### src/include/dhiw_pkg.sv
/*
 * Shared constants and types for the dual host interlock and watchdog block.
 * Assumes one 125 MHz clock per board and an identical board across the cable.
 */
package dhiw_pkg;

    // Register offsets, byte addresses on the Wishbone slave
    localparam logic [7:0]  REG_CMD      = 8'h00;
    localparam logic [7:0]  REG_ACC      = 8'h04;
    localparam logic [7:0]  REG_STATUS   = 8'h08;
    localparam logic [7:0]  REG_MASK     = 8'h0c;

    // I/O device select codes (36 and 37 octal)
    localparam logic [5:0]  DEV_LINK     = 6'h1e;
    localparam logic [5:0]  DEV_WDOG     = 6'h1f;

    // Priority mask bit shared by both devices
    localparam int          MASK_BIT     = 6;
    localparam logic [15:0] MASK_RST     = 16'h0000;

    // Status register bit positions
    localparam int          SB_BUSY      = 0;
    localparam int          SB_DONE      = 1;
    localparam int          SB_WD_DONE   = 2;
    localparam int          SB_PEER_BUSY = 3;
    localparam int          SB_INTR      = 4;
    localparam int          SB_ARB       = 5;

    // Timing
    localparam int          CLK_HZ       = 125_000_000;
    localparam int          WD_PERIOD_S  = 1;
    localparam int          WD_CYC       = WD_PERIOD_S * CLK_HZ;
    localparam logic [3:0]  ARB_CYC      = 4'h6;

    typedef enum logic [2:0] {
        OP_NOOP_IO      = 3'b000,
        OP_READ_DATA_A  = 3'b001,
        OP_WRITE_DATA_A = 3'b010,
        OP_READ_DATA_B  = 3'b011
    } dhiw_op_t;

    typedef enum logic [1:0] {
        FN_NONE  = 2'b00,
        FN_START = 2'b01,
        FN_CLEAR = 2'b10,
        FN_PULSE = 2'b11
    } dhiw_fn_t;

    typedef enum logic [1:0] {
        SRC_NONE = 2'b00,
        SRC_LINK = 2'b01,
        SRC_WDOG = 2'b10
    } dhiw_src_t;

    typedef enum logic {
        ARB_IDLE = 1'b0,
        ARB_WAIT = 1'b1
    } dhiw_state_t;

    // Command word written to REG_CMD
    typedef struct packed {
        logic [4:0] rsvd;
        dhiw_fn_t   func;
        dhiw_op_t   op;
        logic [5:0] code;
        logic [15:0] ac;
    } dhiw_cmd_t;

    // One direction of the board-to-board cable
    typedef struct packed {
        logic        busy;
        logic        claim;
        logic        bclr_tg;
        logic        dset_tg;
        logic        wdrst_tg;
        logic        wdset_tg;
        logic        xfer_tg;
        logic [15:0] xfer_data;
    } dhiw_cable_t;

endpackage : dhiw_pkg

### src/verilog/dhiw_link.sv
/*
 * Half-duplex interlocked link and peer watchdog, one board of a pair.
 * Software drives it over classic Wishbone; the twin board sits on link_i/link_o.
 * Assumes the twin runs the same logic on its own unrelated clock.
 */
// Decided for this implementation: the placing of the registers and register access over Wishbone.
`timescale 1ns/1ps
// Overview of operation
// - One buffer shared by both boards; every write reaches both copies except a peer write landing with a local write
// - Start sets local busy only while peer busy reads zero
// - Simultaneous starts: arbitration leaves exactly one busy flag set
// - Clear zeroes local done and the peer's busy flag
// - Pulse zeroes local done and sets the peer's done flag
// - Read copies buffer into accumulator, buffer kept, then flag action
// - Write loads 16 accumulator bits into buffer, then flag action
// - Second register read clears local busy and done; accumulator set to zero
// - Link answers device code 36 octal
// - Watchdog answers device code 37 octal
// - Mask bit 6 blocks both interrupt requests
// - One second without restart sets watchdog done and requests interrupt
// - Watchdog start restarts the peer's timer
// - Watchdog clear zeroes the local watchdog done flag
// - Watchdog pulse sets the peer's watchdog done flag at once
// - Watchdog data output restarts the local timer
// - Watchdog done holds, with its request, until software clears it
// - Link request outranks watchdog request when both pend
module dhiw_link
    import dhiw_pkg::*;
#(
    parameter int WD_CYCLES = WD_CYC
) (
    input  wire logic        mclk,
    input  wire logic        reset_n,
    input  wire logic        ce,
    input  wire logic        primary,
    input  wire logic        wb_cyc_i,
    input  wire logic        wb_stb_i,
    input  wire logic        wb_we_i,
    input  wire logic [7:0]  wb_adr_i,
    input  wire logic [3:0]  wb_sel_i,
    input  wire logic [31:0] wb_dat_i,
    output logic      [31:0] wb_dat_o,
    output logic             wb_ack_o,
    input  dhiw_cable_t      link_i,
    output dhiw_cable_t      link_o,
    output logic             intr_req,
    output dhiw_src_t        intr_src
);

    localparam int             WDW     = $clog2(WD_CYCLES + 1);
    localparam logic [WDW-1:0] WD_LAST = WDW'(WD_CYCLES - 1);
    localparam logic [WDW-1:0] WD_STOP = WDW'(WD_CYCLES);
    localparam int             NSYNC   = 7;

    dhiw_state_t    st_r;
    logic [3:0]     arb_cnt_r;
    logic           ack_r;
    logic [31:0]    dat_r;
    logic           busy_r;
    logic           done_r;
    logic           wd_done_r;
    logic [WDW-1:0] wd_cnt_r;
    logic [15:0]    buf_r;
    logic [15:0]    acc_r;
    logic [15:0]    mask_r;
    logic [15:0]    xfer_r;
    logic [4:0]     tg_out_r;
    logic [4:0]     tg_prev_r;

    logic           busy_nxt;
    logic           done_nxt;
    logic           wd_done_nxt;
    logic [WDW-1:0] wd_cnt_nxt;
    logic [15:0]    buf_nxt;
    logic [15:0]    acc_nxt;
    logic [31:0]    rd_nxt;
    logic [31:0]    status;

    // Cable side into the local clock
    logic [NSYNC-1:0] peer_raw;
    logic [NSYNC-1:0] peer_s;

    assign peer_raw = {link_i.busy, link_i.claim, link_i.bclr_tg, link_i.dset_tg,
                       link_i.wdrst_tg, link_i.wdset_tg, link_i.xfer_tg};

    dhiw_sync #(
        .W       (NSYNC)
    ) u_sync (
        .mclk    (mclk),
        .reset_n (reset_n),
        .ce      (ce),
        .d       (peer_raw),
        .q       (peer_s)
    );

    wire       peer_busy_s  = peer_s[6];
    wire       peer_claim_s = peer_s[5];
    // Both boards must leave reset together or a stray toggle event appears
    wire [4:0] tg_ev        = peer_s[4:0] ^ tg_prev_r;
    wire       ev_bclr      = tg_ev[4];
    wire       ev_dset      = tg_ev[3];
    wire       ev_wdrst     = tg_ev[2];
    wire       ev_wdset     = tg_ev[1];
    wire       ev_xfer      = tg_ev[0];

    // Bus decode
    dhiw_cmd_t cmd;
    assign cmd = dhiw_cmd_t'(wb_dat_i);

    wire req_new    = wb_cyc_i & wb_stb_i & ~ack_r & (st_r == ARB_IDLE);
    wire hit_cmd    = (wb_adr_i == REG_CMD);
    wire hit_acc    = (wb_adr_i == REG_ACC);
    wire hit_status = (wb_adr_i == REG_STATUS);
    wire hit_mask   = (wb_adr_i == REG_MASK);
    wire go         = ce & req_new & wb_we_i & hit_cmd & (wb_sel_i == 4'hf);
    wire mask_wr    = ce & req_new & wb_we_i & hit_mask;
    wire rd_go      = ce & req_new & ~wb_we_i;

    wire lk_go      = go & (cmd.code == DEV_LINK);
    wire wd_go      = go & (cmd.code == DEV_WDOG);

    // Link instructions; second register read takes no function
    wire lk_dib     = lk_go & (cmd.op == OP_READ_DATA_B);
    wire lk_fn      = lk_go & ~lk_dib;
    wire lk_rd      = lk_go & (cmd.op == OP_READ_DATA_A);
    wire lk_wr      = lk_go & (cmd.op == OP_WRITE_DATA_A);
    wire lk_start   = lk_fn & (cmd.func == FN_START);
    wire lk_clear   = lk_fn & (cmd.func == FN_CLEAR);
    wire lk_pulse   = lk_fn & (cmd.func == FN_PULSE);

    // Watchdog instructions
    wire wd_fn      = wd_go & (cmd.op != OP_READ_DATA_B);
    wire wd_start   = wd_fn & (cmd.func == FN_START);
    wire wd_clear   = wd_fn & (cmd.func == FN_CLEAR);
    wire wd_pulse   = wd_fn & (cmd.func == FN_PULSE);
    wire wd_own     = wd_go & (cmd.op == OP_WRITE_DATA_A);

    // Interlock arbitration: claim, wait for the peer to see it, then decide
    wire arb_begin  = lk_start & ~busy_r & ~peer_busy_s;
    wire arb_end    = ce & (st_r == ARB_WAIT) & (arb_cnt_r == ARB_CYC - 4'h1);
    // Window outlasts the cable sync, so a later claimer sees our busy
    wire arb_win    = arb_end & ~peer_busy_s & (primary | ~peer_claim_s);
    wire ack_nxt    = (ce & req_new & ~arb_begin) | arb_end;

    // Watchdog timer
    wire wd_restart = ev_wdrst | wd_own;
    wire wd_expire  = ~wd_restart & (wd_cnt_r == WD_LAST);

    always_comb begin
        wd_cnt_nxt = wd_cnt_r;
        if (wd_restart) begin
            wd_cnt_nxt = '0;
        end else if (wd_cnt_r != WD_STOP) begin
            wd_cnt_nxt = wd_cnt_r + WDW'(1);
        end
    end

    // Flag updates; every hardware set wins over a same-cycle clear
    always_comb begin
        busy_nxt = busy_r;
        if (lk_dib | ev_bclr) begin
            busy_nxt = 1'b0;
        end
        if (arb_win) begin
            busy_nxt = 1'b1;
        end
    end

    always_comb begin
        done_nxt = done_r;
        if (lk_dib | lk_clear | lk_pulse) begin
            done_nxt = 1'b0;
        end
        if (ev_dset) begin
            done_nxt = 1'b1;
        end
    end

    always_comb begin
        wd_done_nxt = wd_done_r;
        if (wd_clear) begin
            wd_done_nxt = 1'b0;
        end
        if (wd_expire | ev_wdset) begin
            wd_done_nxt = 1'b1;
        end
    end

    // Local copy of the shared buffer; a local write overrides a crossing one
    always_comb begin
        buf_nxt = buf_r;
        if (ev_xfer) begin
            buf_nxt = link_i.xfer_data;
        end
        if (lk_wr) begin
            buf_nxt = cmd.ac;
        end
    end

    always_comb begin
        acc_nxt = acc_r;
        if (lk_rd) begin
            acc_nxt = buf_r;
        end else if (lk_dib) begin
            acc_nxt = 16'h0000;
        end
    end

    // Interrupt request, link ahead of watchdog
    wire irq_masked = mask_r[MASK_BIT];
    assign intr_req = ~irq_masked & (done_r | wd_done_r);
    assign intr_src = irq_masked ? SRC_NONE :
                      done_r     ? SRC_LINK :
                      wd_done_r  ? SRC_WDOG : SRC_NONE;

    always_comb begin
        status               = 32'h0000_0000;
        status[SB_BUSY]      = busy_r;
        status[SB_DONE]      = done_r;
        status[SB_WD_DONE]   = wd_done_r;
        status[SB_PEER_BUSY] = peer_busy_s;
        status[SB_INTR]      = intr_req;
        status[SB_ARB]       = (st_r == ARB_WAIT);
    end

    always_comb begin
        rd_nxt = 32'h0000_0000;
        if (hit_acc) begin
            rd_nxt = {16'h0000, acc_r};
        end else if (hit_status) begin
            rd_nxt = status;
        end else if (hit_mask) begin
            rd_nxt = {16'h0000, mask_r};
        end
    end

    always_ff @(posedge mclk) begin
        if (!reset_n) begin
            st_r      <= ARB_IDLE;
            arb_cnt_r <= 4'h0;
        end else if (ce) begin
            case (st_r)
                ARB_IDLE: begin
                    if (arb_begin) begin
                        st_r <= ARB_WAIT;
                    end
                    arb_cnt_r <= 4'h0;
                end
                ARB_WAIT: begin
                    if (arb_end) begin
                        st_r <= ARB_IDLE;
                    end
                    arb_cnt_r <= arb_cnt_r + 4'h1;
                end
                default: begin
                    st_r <= ARB_IDLE;
                end
            endcase
        end
    end

    always_ff @(posedge mclk) begin
        if (!reset_n) begin
            ack_r <= 1'b0;
            dat_r <= 32'h0000_0000;
        end else if (ce) begin
            ack_r <= ack_nxt;
            if (rd_go) begin
                dat_r <= rd_nxt;
            end
        end
    end

    always_ff @(posedge mclk) begin
        if (!reset_n) begin
            busy_r    <= 1'b0;
            done_r    <= 1'b0;
            wd_done_r <= 1'b0;
            wd_cnt_r  <= '0;
            buf_r     <= 16'h0000;
            acc_r     <= 16'h0000;
            tg_prev_r <= 5'h00;
        end else if (ce) begin
            busy_r    <= busy_nxt;
            done_r    <= done_nxt;
            wd_done_r <= wd_done_nxt;
            wd_cnt_r  <= wd_cnt_nxt;
            buf_r     <= buf_nxt;
            acc_r     <= acc_nxt;
            tg_prev_r <= peer_s[4:0];
        end
    end

    always_ff @(posedge mclk) begin
        if (!reset_n) begin
            mask_r <= MASK_RST;
        end else if (mask_wr) begin
            if (wb_sel_i[0]) begin
                mask_r[7:0] <= wb_dat_i[7:0];
            end
            if (wb_sel_i[1]) begin
                mask_r[15:8] <= wb_dat_i[15:8];
            end
        end
    end

    // Events to the peer; data is set in the same edge as its toggle
    always_ff @(posedge mclk) begin
        if (!reset_n) begin
            tg_out_r <= 5'h00;
            xfer_r   <= 16'h0000;
        end else if (ce) begin
            if (lk_clear) begin
                tg_out_r[4] <= ~tg_out_r[4];
            end
            if (lk_pulse) begin
                tg_out_r[3] <= ~tg_out_r[3];
            end
            if (wd_start) begin
                tg_out_r[2] <= ~tg_out_r[2];
            end
            if (wd_pulse) begin
                tg_out_r[1] <= ~tg_out_r[1];
            end
            if (lk_wr) begin
                tg_out_r[0] <= ~tg_out_r[0];
                xfer_r      <= cmd.ac;
            end
        end
    end

    assign link_o.busy      = busy_r;
    assign link_o.claim     = (st_r == ARB_WAIT);
    assign link_o.bclr_tg   = tg_out_r[4];
    assign link_o.dset_tg   = tg_out_r[3];
    assign link_o.wdrst_tg  = tg_out_r[2];
    assign link_o.wdset_tg  = tg_out_r[1];
    assign link_o.xfer_tg   = tg_out_r[0];
    assign link_o.xfer_data = xfer_r;
    assign wb_ack_o         = ack_r;
    assign wb_dat_o         = dat_r;
endmodule : dhiw_link

### src/verilog/dhiw_sync.sv
/*
 * Two flip-flop level synchroniser, W bits wide.
 * Assumes each bit is a level or a toggle that stays put for several clocks.
 */
`timescale 1ns/1ps
module dhiw_sync #(
    parameter int W = 1
) (
    input  wire logic         mclk,
    input  wire logic         reset_n,
    input  wire logic         ce,
    input  wire logic [W-1:0] d,
    output logic      [W-1:0] q
);

    logic [W-1:0] meta_r;

    always_ff @(posedge mclk) begin
        if (!reset_n) begin
            meta_r <= '0;
            q      <= '0;
        end else if (ce) begin
            meta_r <= d;
            q      <= meta_r;
        end
    end

endmodule : dhiw_sync
### config.mk
export PLATFORM = sky130hd
export DESIGN_NAME = dhiw_link
export DESIGN_NICKNAME = d
export VERILOG_FILES = /design/src/include/dhiw_pkg.sv /design/src/verilog/dhiw_link.sv /design/src/verilog/dhiw_sync.sv
export SDC_FILE = /design/constraint.sdc
export NUM_CORES = 1
export LEC_CHECK = 0
export BUFFER_PORTS_ARGS = -buffer_cell sky130_fd_sc_hd__buf_2
export CORE_MARGIN = 1.5
export CORE_UTILIZATION = 45
export CTS_CLUSTER_DIAMETER = 30
export CTS_CLUSTER_SIZE = 30
export DETAILED_ROUTE_END_ITERATION = 6
export PLACE_DENSITY = 0.68
export RECOVER_POWER = 100
export SETUP_SLACK_MARGIN = 0.3
export SYNTH_ARGS = -nofsm -noshare
export SYNTH_HDL_FRONTEND = slang
export SYNTH_HIERARCHICAL = 1
export SYNTH_SLANG_ARGS = --single-unit
### constraint.sdc
create_clock -name mclk -period 3.2 [get_ports mclk]
set_input_delay 0.16 -clock mclk [delete_from_list [all_inputs] [get_ports mclk]]
set_output_delay 0.16 -clock mclk [all_outputs]
set_load 0.05 [all_outputs]
Word-level counts from Yosys, hierarchy flattened. Index checks and enable logic that the tools add are counted.

Flip-flop bits (word level): 156. Bits of input ports: 74.

$add $sub $neg: 2. Equal/unequal tests: 16. Mux-type cells: 22. Bitwise logic cells: 56. Reduce and logical (&&, ||, !) cells: 21.

Operators with widths (count): $mux W16 (7); $mux W27 (2); $and A1 B1 Y1 (32); $reduce_and A2 Y1 (14); $add A27 B1 Y27 const B (1); $eq A27 B27 Y1 const B (1); $ne A27 B27 Y1 const B (1); $eq A8 B4 Y1 const B (2); $not A1 Y1 (15); $eq A6 B5 Y1 const B (2); $reduce_bool A2 Y1 (6); $eq A8 B3 Y1 const B (1); $logic_not A8 Y1 (1); $mux W1 (8); $or A1 B1 Y1 (8); $pmux W4 S2 (1); $eq A3 B2 Y1 const B (2); $mux W2 (3); $xor A5 B5 Y5 (1); $add A4 B1 Y4 const B (1); $eq A2 B2 Y1 const B (2); $eq A4 B3 Y1 const B (1); $eq A4 B4 Y1 const B (1); $eq A3 B1 Y1 const B (1); other kinds (3) (3).

Depth between registers and ports, before layout. Gate-level depths: netlist (run 1).

Word-level depth: 17. Depth in mapped cells: 8. Depth with buffers taken out: 7.

Hierarchy. The synthesis (run 1) kept the hierarchy.

Modules (own cells, without submodules): dhiw_link (times used 1, cells an instance 647, area an instance 5841.9 um^2); dhiw_sync (times used 1, cells an instance 45, area an instance 543.0 um^2).

Worst setup path before layout (run 1). Ideal clock, no wire load.

Kind: reg-to-reg. From: register ack_r (netlist: wb_ack_o). To: register buf_r[10]. Setup time: 119 ps. Arrival: 2161 ps. Setup slack: 920 ps. Stages on the path, launching flop included: 8. Path buffers: 2. Cells stage by stage: dfxtp_1 > nand4bb_1 > or4_1 > buf_4 > nor2_4 > nand4_4 > buf_6 > o221a_1.

Cells in the longest elaborated chain, start to end: 11. Elaborated cells on any way between the ends: 12. Classes of those cells: mux (1); bitwise (9); reduce/logical (2).

RTL lines: from (decl) (RTL line dhiw_link.sv:57) `logic ack_r;`; from (signal assigned) (RTL line dhiw_link.sv:267) `ack_r <= ack_nxt;`; $not A1 Y1 * (RTL line dhiw_link.sv:110) `wire req_new = wb_cyc_i & wb_stb_i & ~ack_r & (st_r == ARB_IDLE);`; $and A1 B1 Y1 * (2 in a row) (RTL line dhiw_link.sv:110); $and A1 B1 Y1 * (4 in a row) (RTL line dhiw_link.sv:115) `wire go = ce & req_new & wb_we_i & hit_cmd & (wb_sel_i == 4'hf);`; $and A1 B1 Y1 * (RTL line dhiw_link.sv:119) `wire lk_go = go & (cmd.code == DEV_LINK);`; $and A1 B1 Y1 * (RTL line dhiw_link.sv:126) `wire lk_wr = lk_go & (cmd.op == OP_WRITE_DATA_A);`; $reduce_bool A2 Y1 (no line); $reduce_and A2 Y1 (no line); to (signal assigned) (RTL line dhiw_link.sv:288) `buf_r <= buf_nxt;`; to (decl) (RTL line dhiw_link.sv:63) `logic [15:0] buf_r;`.

Every way passes the cells marked *; elsewhere a longest branch is shown, timed or not. A chain may end at the register's enable or synchronous reset.

Worst setup path after layout (run 1).
From: register st_r. To: register xfer_r[8].

Cells in the longest elaborated chain, start to end: 9.

RTL lines: from (decl) (RTL line dhiw_link.sv:55) `dhiw_state_t st_r;`; from (signal assigned) (RTL line dhiw_link.sv:239) `st_r <= ARB_IDLE;`; from (signal assigned) (RTL line dhiw_link.sv:245) `st_r <= ARB_WAIT;`; from (signal assigned) (RTL line dhiw_link.sv:251) `st_r <= ARB_IDLE;`; $not A1 Y1; $and A1 B1 Y1 (RTL line dhiw_link.sv:110); $and A1 B1 Y1 (4 in a row) (RTL line dhiw_link.sv:115); $and A1 B1 Y1 (RTL line dhiw_link.sv:119); $and A1 B1 Y1 (RTL line dhiw_link.sv:126); $reduce_and A2 Y1 (no line); to (signal assigned) (RTL line dhiw_link.sv:327) `xfer_r <= cmd.ac;`; to (decl) (RTL line dhiw_link.sv:66) `logic [15:0] xfer_r;`.

No other way between the ends.

==> results.cfg, run 1 <==
[global_routing]
grt_use_total_pct = 21.73
antenna_found_initial = 0
grt_pass1_vias = 5227
grt_max_degree = 44
grt_pass1_wl_um = 25410
gr-total-overflow = 0

[cts]
cts.sinks = 140
tritoncts = done
cts_setup_buffers = 0
h-tree-depth = 4
clk_pin_slew_ns = 0.07
clockBufferDepth = 2
root_buffer = clkbuf_16
insertion_delay_ns = 0.41
numCtsBuffers = 17

[critical_path]
cpMaxStageDelayCell = nor4_1
crit_fanout = 17
critPathBufInv = 1
crit_family = simple AND/OR/NAND/NOR gates
cp-end-kind = flop
cp_data_arrival_time_ns = 2.89
crit_type = flop to flop
cp_slowest_stage_delay_ns = 0.64
path_cells = nand4bb_1 > nor4_1 > and4_1 > clkbuf_2 > mux2i_1 > nor2_1
crit_required_ns = 3.45
cp-start-kind = flop

[finish]
n_antenna_cell = 0
syn2layout_area_growth_pct = 17.24
final_cell_mix = dfxtp_1, nor2_1, buf_2
drive_gt1_share_pct = 15.25
final_util_pct = 53.93
finalNetCount = 865
final_common_cell = dfxtp_1

[yosys]
ys_types = 61
synthFlopType = dfxtp_1
seq_area_frac_synth_pct = 43.90
synthesis.area_um2 = 6385
synthCells = 692
yosysWarnings = 6
synth_async_sr_flop_share_pct = 0
synth_edf_count = 0
synth_area_per_cell_um2 = 9.227
ys_ff_latch = 140

[sta]
clock.fmax_mhz = 379.4
worstMarginPinSlew_ns = 1.324
setup_violations = 0
tns_ns = 0
skew_ns = 0.008632
hold_viol = 0
rsz0062_at_grt = false
slew_viol_final = 0
maxSlewHeadroom_pct = 11.62
period_share_pct = 82.38
period_needed_ns = 2.636

[route]
detail-route-antenna-nets = 0
drt_iter0_drc = 386
avgRoutedWirePerCell_um = 15.99
routed_wl_um = 15680
vias = 5361
viasPerCell = 5.470
drt_pass1_iterations = 5
drc_errors = 0

[power]
leakage_nw = 2.810
power_density_nw_per_um2 = 553.2
vdd_ir_drop_max_uv = 354.7
power_mw = 4.141

[floorplan]
rows = 43
dieHeight_um = 122.1
die_area_um2 = 14910
die_w_um = 122.1
start_util_pct = 46.00
io-pin-count = 133
core_um2 = 13880

[outcome]
outcome = finished, final reports clean

[place]
gp_congestion = 0.8588
post-dp-hpwl_um = 11430
port_buffers = 111

[run]
cap_viol_max_count = 0

[worst_hold_path]
hp-class = primary input to flop
## synthesized netlist by cell type (4+ instances only)
cell	instances	area [um2]
clkbuf_1	26	97.59
inv_1	12	45.04
and2_1	5	31.28
ha_1	4	50.05
o221a_1	10	112.6
o21ai_0	9	45.04
and4_1	8	70.07
mux2_2	6	67.56
nor2_1	97	364.1
xor2_1	10	87.58
a21oi_1	30	150.1
a221oi_1	10	87.58
nor3_1	19	95.09
nor4_1	13	81.33
nor2b_1	18	112.6
or4_1	4	30.03
a22oi_1	6	45.04
dfxtp_1	140	2803
nand4_1	10	62.56
nand3_1	21	105.1
o221a_2	6	67.56
o31a_1	16	140.1
xnor2_1	20	175.2
or3_1	5	31.28
buf_4	20	150.1
nand3b_1	17	127.6
buf_2	5	25.02
mux2i_1	51	510.5
buf_6	5	56.30
nand2_1	45	168.9
## what timing repair did
action	CTS	global route
hold endpoints to repair	1	0
hold buffers	1	0
gates resized for setup	0	0
setup endpoints to repair	0	0
## final cells by class
class / instances / area, um2
clock buffers: 17 / 425.4
clock inverters: 15 / 200.2
fillers: 1282 / 6395
inverters: 13 / 48.80
multi-input cells: 495 / 3221
flip-flops and latches: 140 / 2803
well taps: 180 / 225.2
repair buffers: 120 / 563.0
## stage by stage
step           cells  hold WS, ns  setup WS [ns]  area (um2)
2_1_floorplan    707       0.2882         0.9203        6441
3_3_place_gp     947       0.4191         0.6465        6924
3_5_place_dp     947       0.4293         0.5793        6924
4_1_cts          980     0.002812         0.5668        7560
5_1_grt          980     0.003244         0.4226        7486
6_report         980     0.008313         0.5639        7486
## worst reg2reg max path, cell delays in order (launching register included)
cell	delay (ns)
dfxtp_1	0.38
nand4bb_1	0.38
nor4_1	0.64
and4_1	0.28
clkbuf_2	0.46
mux2i_1	0.27
nor2_1	0.06
## state kept, by name, summed over array words and instances (netlist names)
name           flops
wd_cnt_r          27
acc_r             16
buf_r             16
mask_r            16
wb_dat_o          16
xfer_r            16
u_sync/meta_r      7
u_sync/q           7
tg_out_r           5
tg_prev_r          5
arb_cnt_r          4
busy_r             1
done_r             1
st_r               1
wb_ack_o           1
wd_done_r          1
## cells by family (layout without fill, tap and decap cells)
family | count (synthesis) | after routing | synth area share (%)
multiplexers | 58 | 58 | 9.230
AO/OA/AOI/OAI | 105 | 105 | 12.52
AND/OR/NAND/NOR | 282 | 282 | 23.03
buffers and inverters | 72 | 165 | 6.368
other | 1 | 16 | 0.05873
XOR/XNOR | 30 | 30 | 4.115
flip-flops | 140 | 140 | 43.90
adder cells (fa/ha/maj) | 4 | 4 | 0.7839
## power breakdown
| group | internal (mW) | switching [mW] |
|---|---|---|
| Sequential | 1.77 | 0.0167 |
| Combinational | 0.0904 | 0.190 |
| Clock | 1.26 | 0.819 |
## layer usage
metal,GRT usage [%],wire length [um]
met3,5.993,884
met1,27.60,7110
met2,35.67,7368
met4,7.195,312
met5,0,0
## final timing paths
check                              from                             to  slack (ns)  depth (start not counted)
hold reg to reg   acc_r[0]$_SDFFE_PN0P_          acc_r[0]$_SDFFE_PN0P_        0.45                          2
setup / recovery      st_r$_SDFFE_PN0P_         xfer_r[8]$_SDFFE_PN0P_        0.56                          6
setup reg to reg      st_r$_SDFFE_PN0P_         xfer_r[8]$_SDFFE_PN0P_        0.56                          6
hold / removal               link_i[17]  u_sync/meta_r[1]$_SDFFE_PN0P_       0.008                          3
Note: power is estimated with default switching activity, not from simulation.
==> run 2, diff against run 1 <==
Clock period 3.2 ns to 2.5 ns, I/O delays scaled along.
==> results.cfg, run 2 (synthesis results as in run 1) <==
[outcome]
outcome = finished, final reports clean

[critical_path]
r2r_slack_ns = 0.29
crit_type = flop to flop
r2r-end = wd_cnt_r[11]$_SDFFE_PN0P_
crit_family = simple AND/OR/NAND/NOR gates
cpMaxStageDelayCell = or4_4
cp-start-kind = flop
path_cells = nand4bb_1 > or4_4 > o21a_1 > o21ai_0 > buf_12 > nor2_1
cp-end-kind = flop
critPathBufInv = 1
worstReg2RegStart = wb_ack_o$_SDFFE_PN0P_
crit_fanout = 24
crit_required_ns = 2.81
r2r.worst_path.cells = 6
cp_slowest_stage_delay_ns = 0.67
cp_data_arrival_time_ns = 2.53

[global_routing]
gr-total-overflow = 0
grt_pass1_vias = 5082
antenna_found_initial = 0
grt_use_total_pct = 21.74
grt_pass1_wl_um = 25110
grt_max_degree = 72

[finish]
top_register = wd_cnt_r
final_util_pct = 56.35
n_antenna_cell = 0
drive_gt1_share_pct = 16.75
design_area_um2 = 7821
final_cell_mix = dfxtp_1, nor2_1, buf_2
final_common_cell = dfxtp_1
largest_reg_flops = 27
finalNetCount = 891
syn2layout_area_growth_pct = 22.50

[route]
detail-route-antenna-nets = 0
viasPerCell = 5.453
drt_pass1_iterations = 5
vias = 5475
drc_errors = 0
avgRoutedWirePerCell_um = 15.67
drt_iter0_drc = 327
routed_wl_um = 15730

[floorplan]
dieHeight_um = 122.1
io-pin-count = 133
core_um2 = 13880
die_area_um2 = 14910
start_util_pct = 46.00
rows = 43
die_w_um = 122.1

[worst_hold_path]
min_from = link_i[16]
hp-class = primary input to flop
holdPathStages = 3
whs_endpoint = u_sync/meta_r[0]$_SDFFE_PN0P_

[sta]
rsz0062_at_grt = true
period_share_pct = 88.43
hold_viol = 0
maxSlewHeadroom_pct = 36.88
skew_ns = 0.005674
period_needed_ns = 2.211
slew_viol_final = 0
holdWs_ns = 0.005104
clock.fmax_mhz = 452.3
tns_ns = 0
worstMarginPinSlew_ns = 0.9447
setup_violations = 0

[cts]
clockBufferDepth = 2
insertion_delay_ns = 0.42
root_buffer = clkbuf_16
h-tree-depth = 4
clk_pin_slew_ns = 0.05
tritoncts = done
numCtsBuffers = 17
cts.sinks = 140

[place]
port_buffers = 111
gp_congestion = 0.8905
postPlaceCellArea_um2 = 7044
post-dp-hpwl_um = 11060

[power]
vdd_ir_drop_max_uv = 553.1
leakage_nw = 2.950
power_density_nw_per_um2 = 692.1

[run]
cap_viol_max_count = 0
## run 2: metal layers
metal / vias to the layer above / global-route usage [%] / part of all wire (%)
met1: 2590 / 27.34 / 45
met2: 164 / 34.90 / 47
met4: 0 / 8.648 / 2.6
met5: - / 0 / 0
met3: 32 / 6.601 / 5.1
li1: 2689 / - / -
## run 2: area by class of cell
type                       count  area (um2)
fill                        1227        6060
tap                          180       225.2
sequential                   140        2808
clock inverter                10       187.7
inverter                      13       48.80
multi-input combinational    496        3261
timing repair buffer         145       834.6
clock buffer                  20       456.7
## run 2: worst reg2reg max path, delay by kind of cell (launching register included)
family                 cells  cell delay [ns]
AOI/OAI and AO/OA          2             0.54
buffers and inverters      1             0.21
DFF                        1             0.32
and+or+nand+nor            3             1.03
## run 2: worst max-delay path by stage
stage	endpoint	cells past startpoint	slack, ns	from
finish	wd_cnt_r[11]$_SDFFE_PN0P_	6	0.29	wb_ack_o$_SDFFE_PN0P_
global route	wd_cnt_r[11]$_SDFFE_PN0P_	6	0.18	st_r$_SDFFE_PN0P_
CTS	buf_r[13]$_SDFFE_PN0P_	5	0.29	st_r$_SDFFE_PN0P_
detailed placement	buf_r[3]$_SDFFE_PN0P_	6	0.15	wb_adr_i[1]
global placement	buf_r[15]$_SDFFE_PN0P_	6	0.15	wb_adr_i[1]
floorplan	buf_r[10]$_SDFFE_PN0P_	7	0.41	wb_ack_o$_SDFFE_PN0P_
## run 2: where the power goes
group | switching (mW) | leakage [nW] | total (mW) | internal (mW)
registers | 0.0216 | 1.13 | 2.28 | 2.26
logic | 0.249 | 1.51 | 0.393 | 0.144
clock network | 0.922 | 0.309 | 2.74 | 1.81
total | 1.19 | 2.95 | 5.41 | 4.22
## run 2: through the flow
stage | instances | worst slack [ns] | total power [mW]
2_1_floorplan | 707 | 0.4120 | 2.598
3_3_place_gp | 954 | 0.1496 | 2.696
3_5_place_dp | 954 | 0.1493 | 2.706
4_1_cts | 1001 | 0.2916 | 5.458
5_1_grt | 1004 | 0.1843 | 5.603
6_report | 1004 | 0.2893 | 5.413
## run 2: what timing repair did
| action | CTS | global route |
|---|---|---|
| buffers inserted | 0 | 3 |
| gates resized for setup | 3 | 7 |
| hold endpoints to repair | 24 | 0 |
| endpoints found under the setup margin | 63 | 21 |
| pin swaps | 1 | 5 |
| gates cloned | 1 | 0 |
| hold buffers | 16 | 0 |
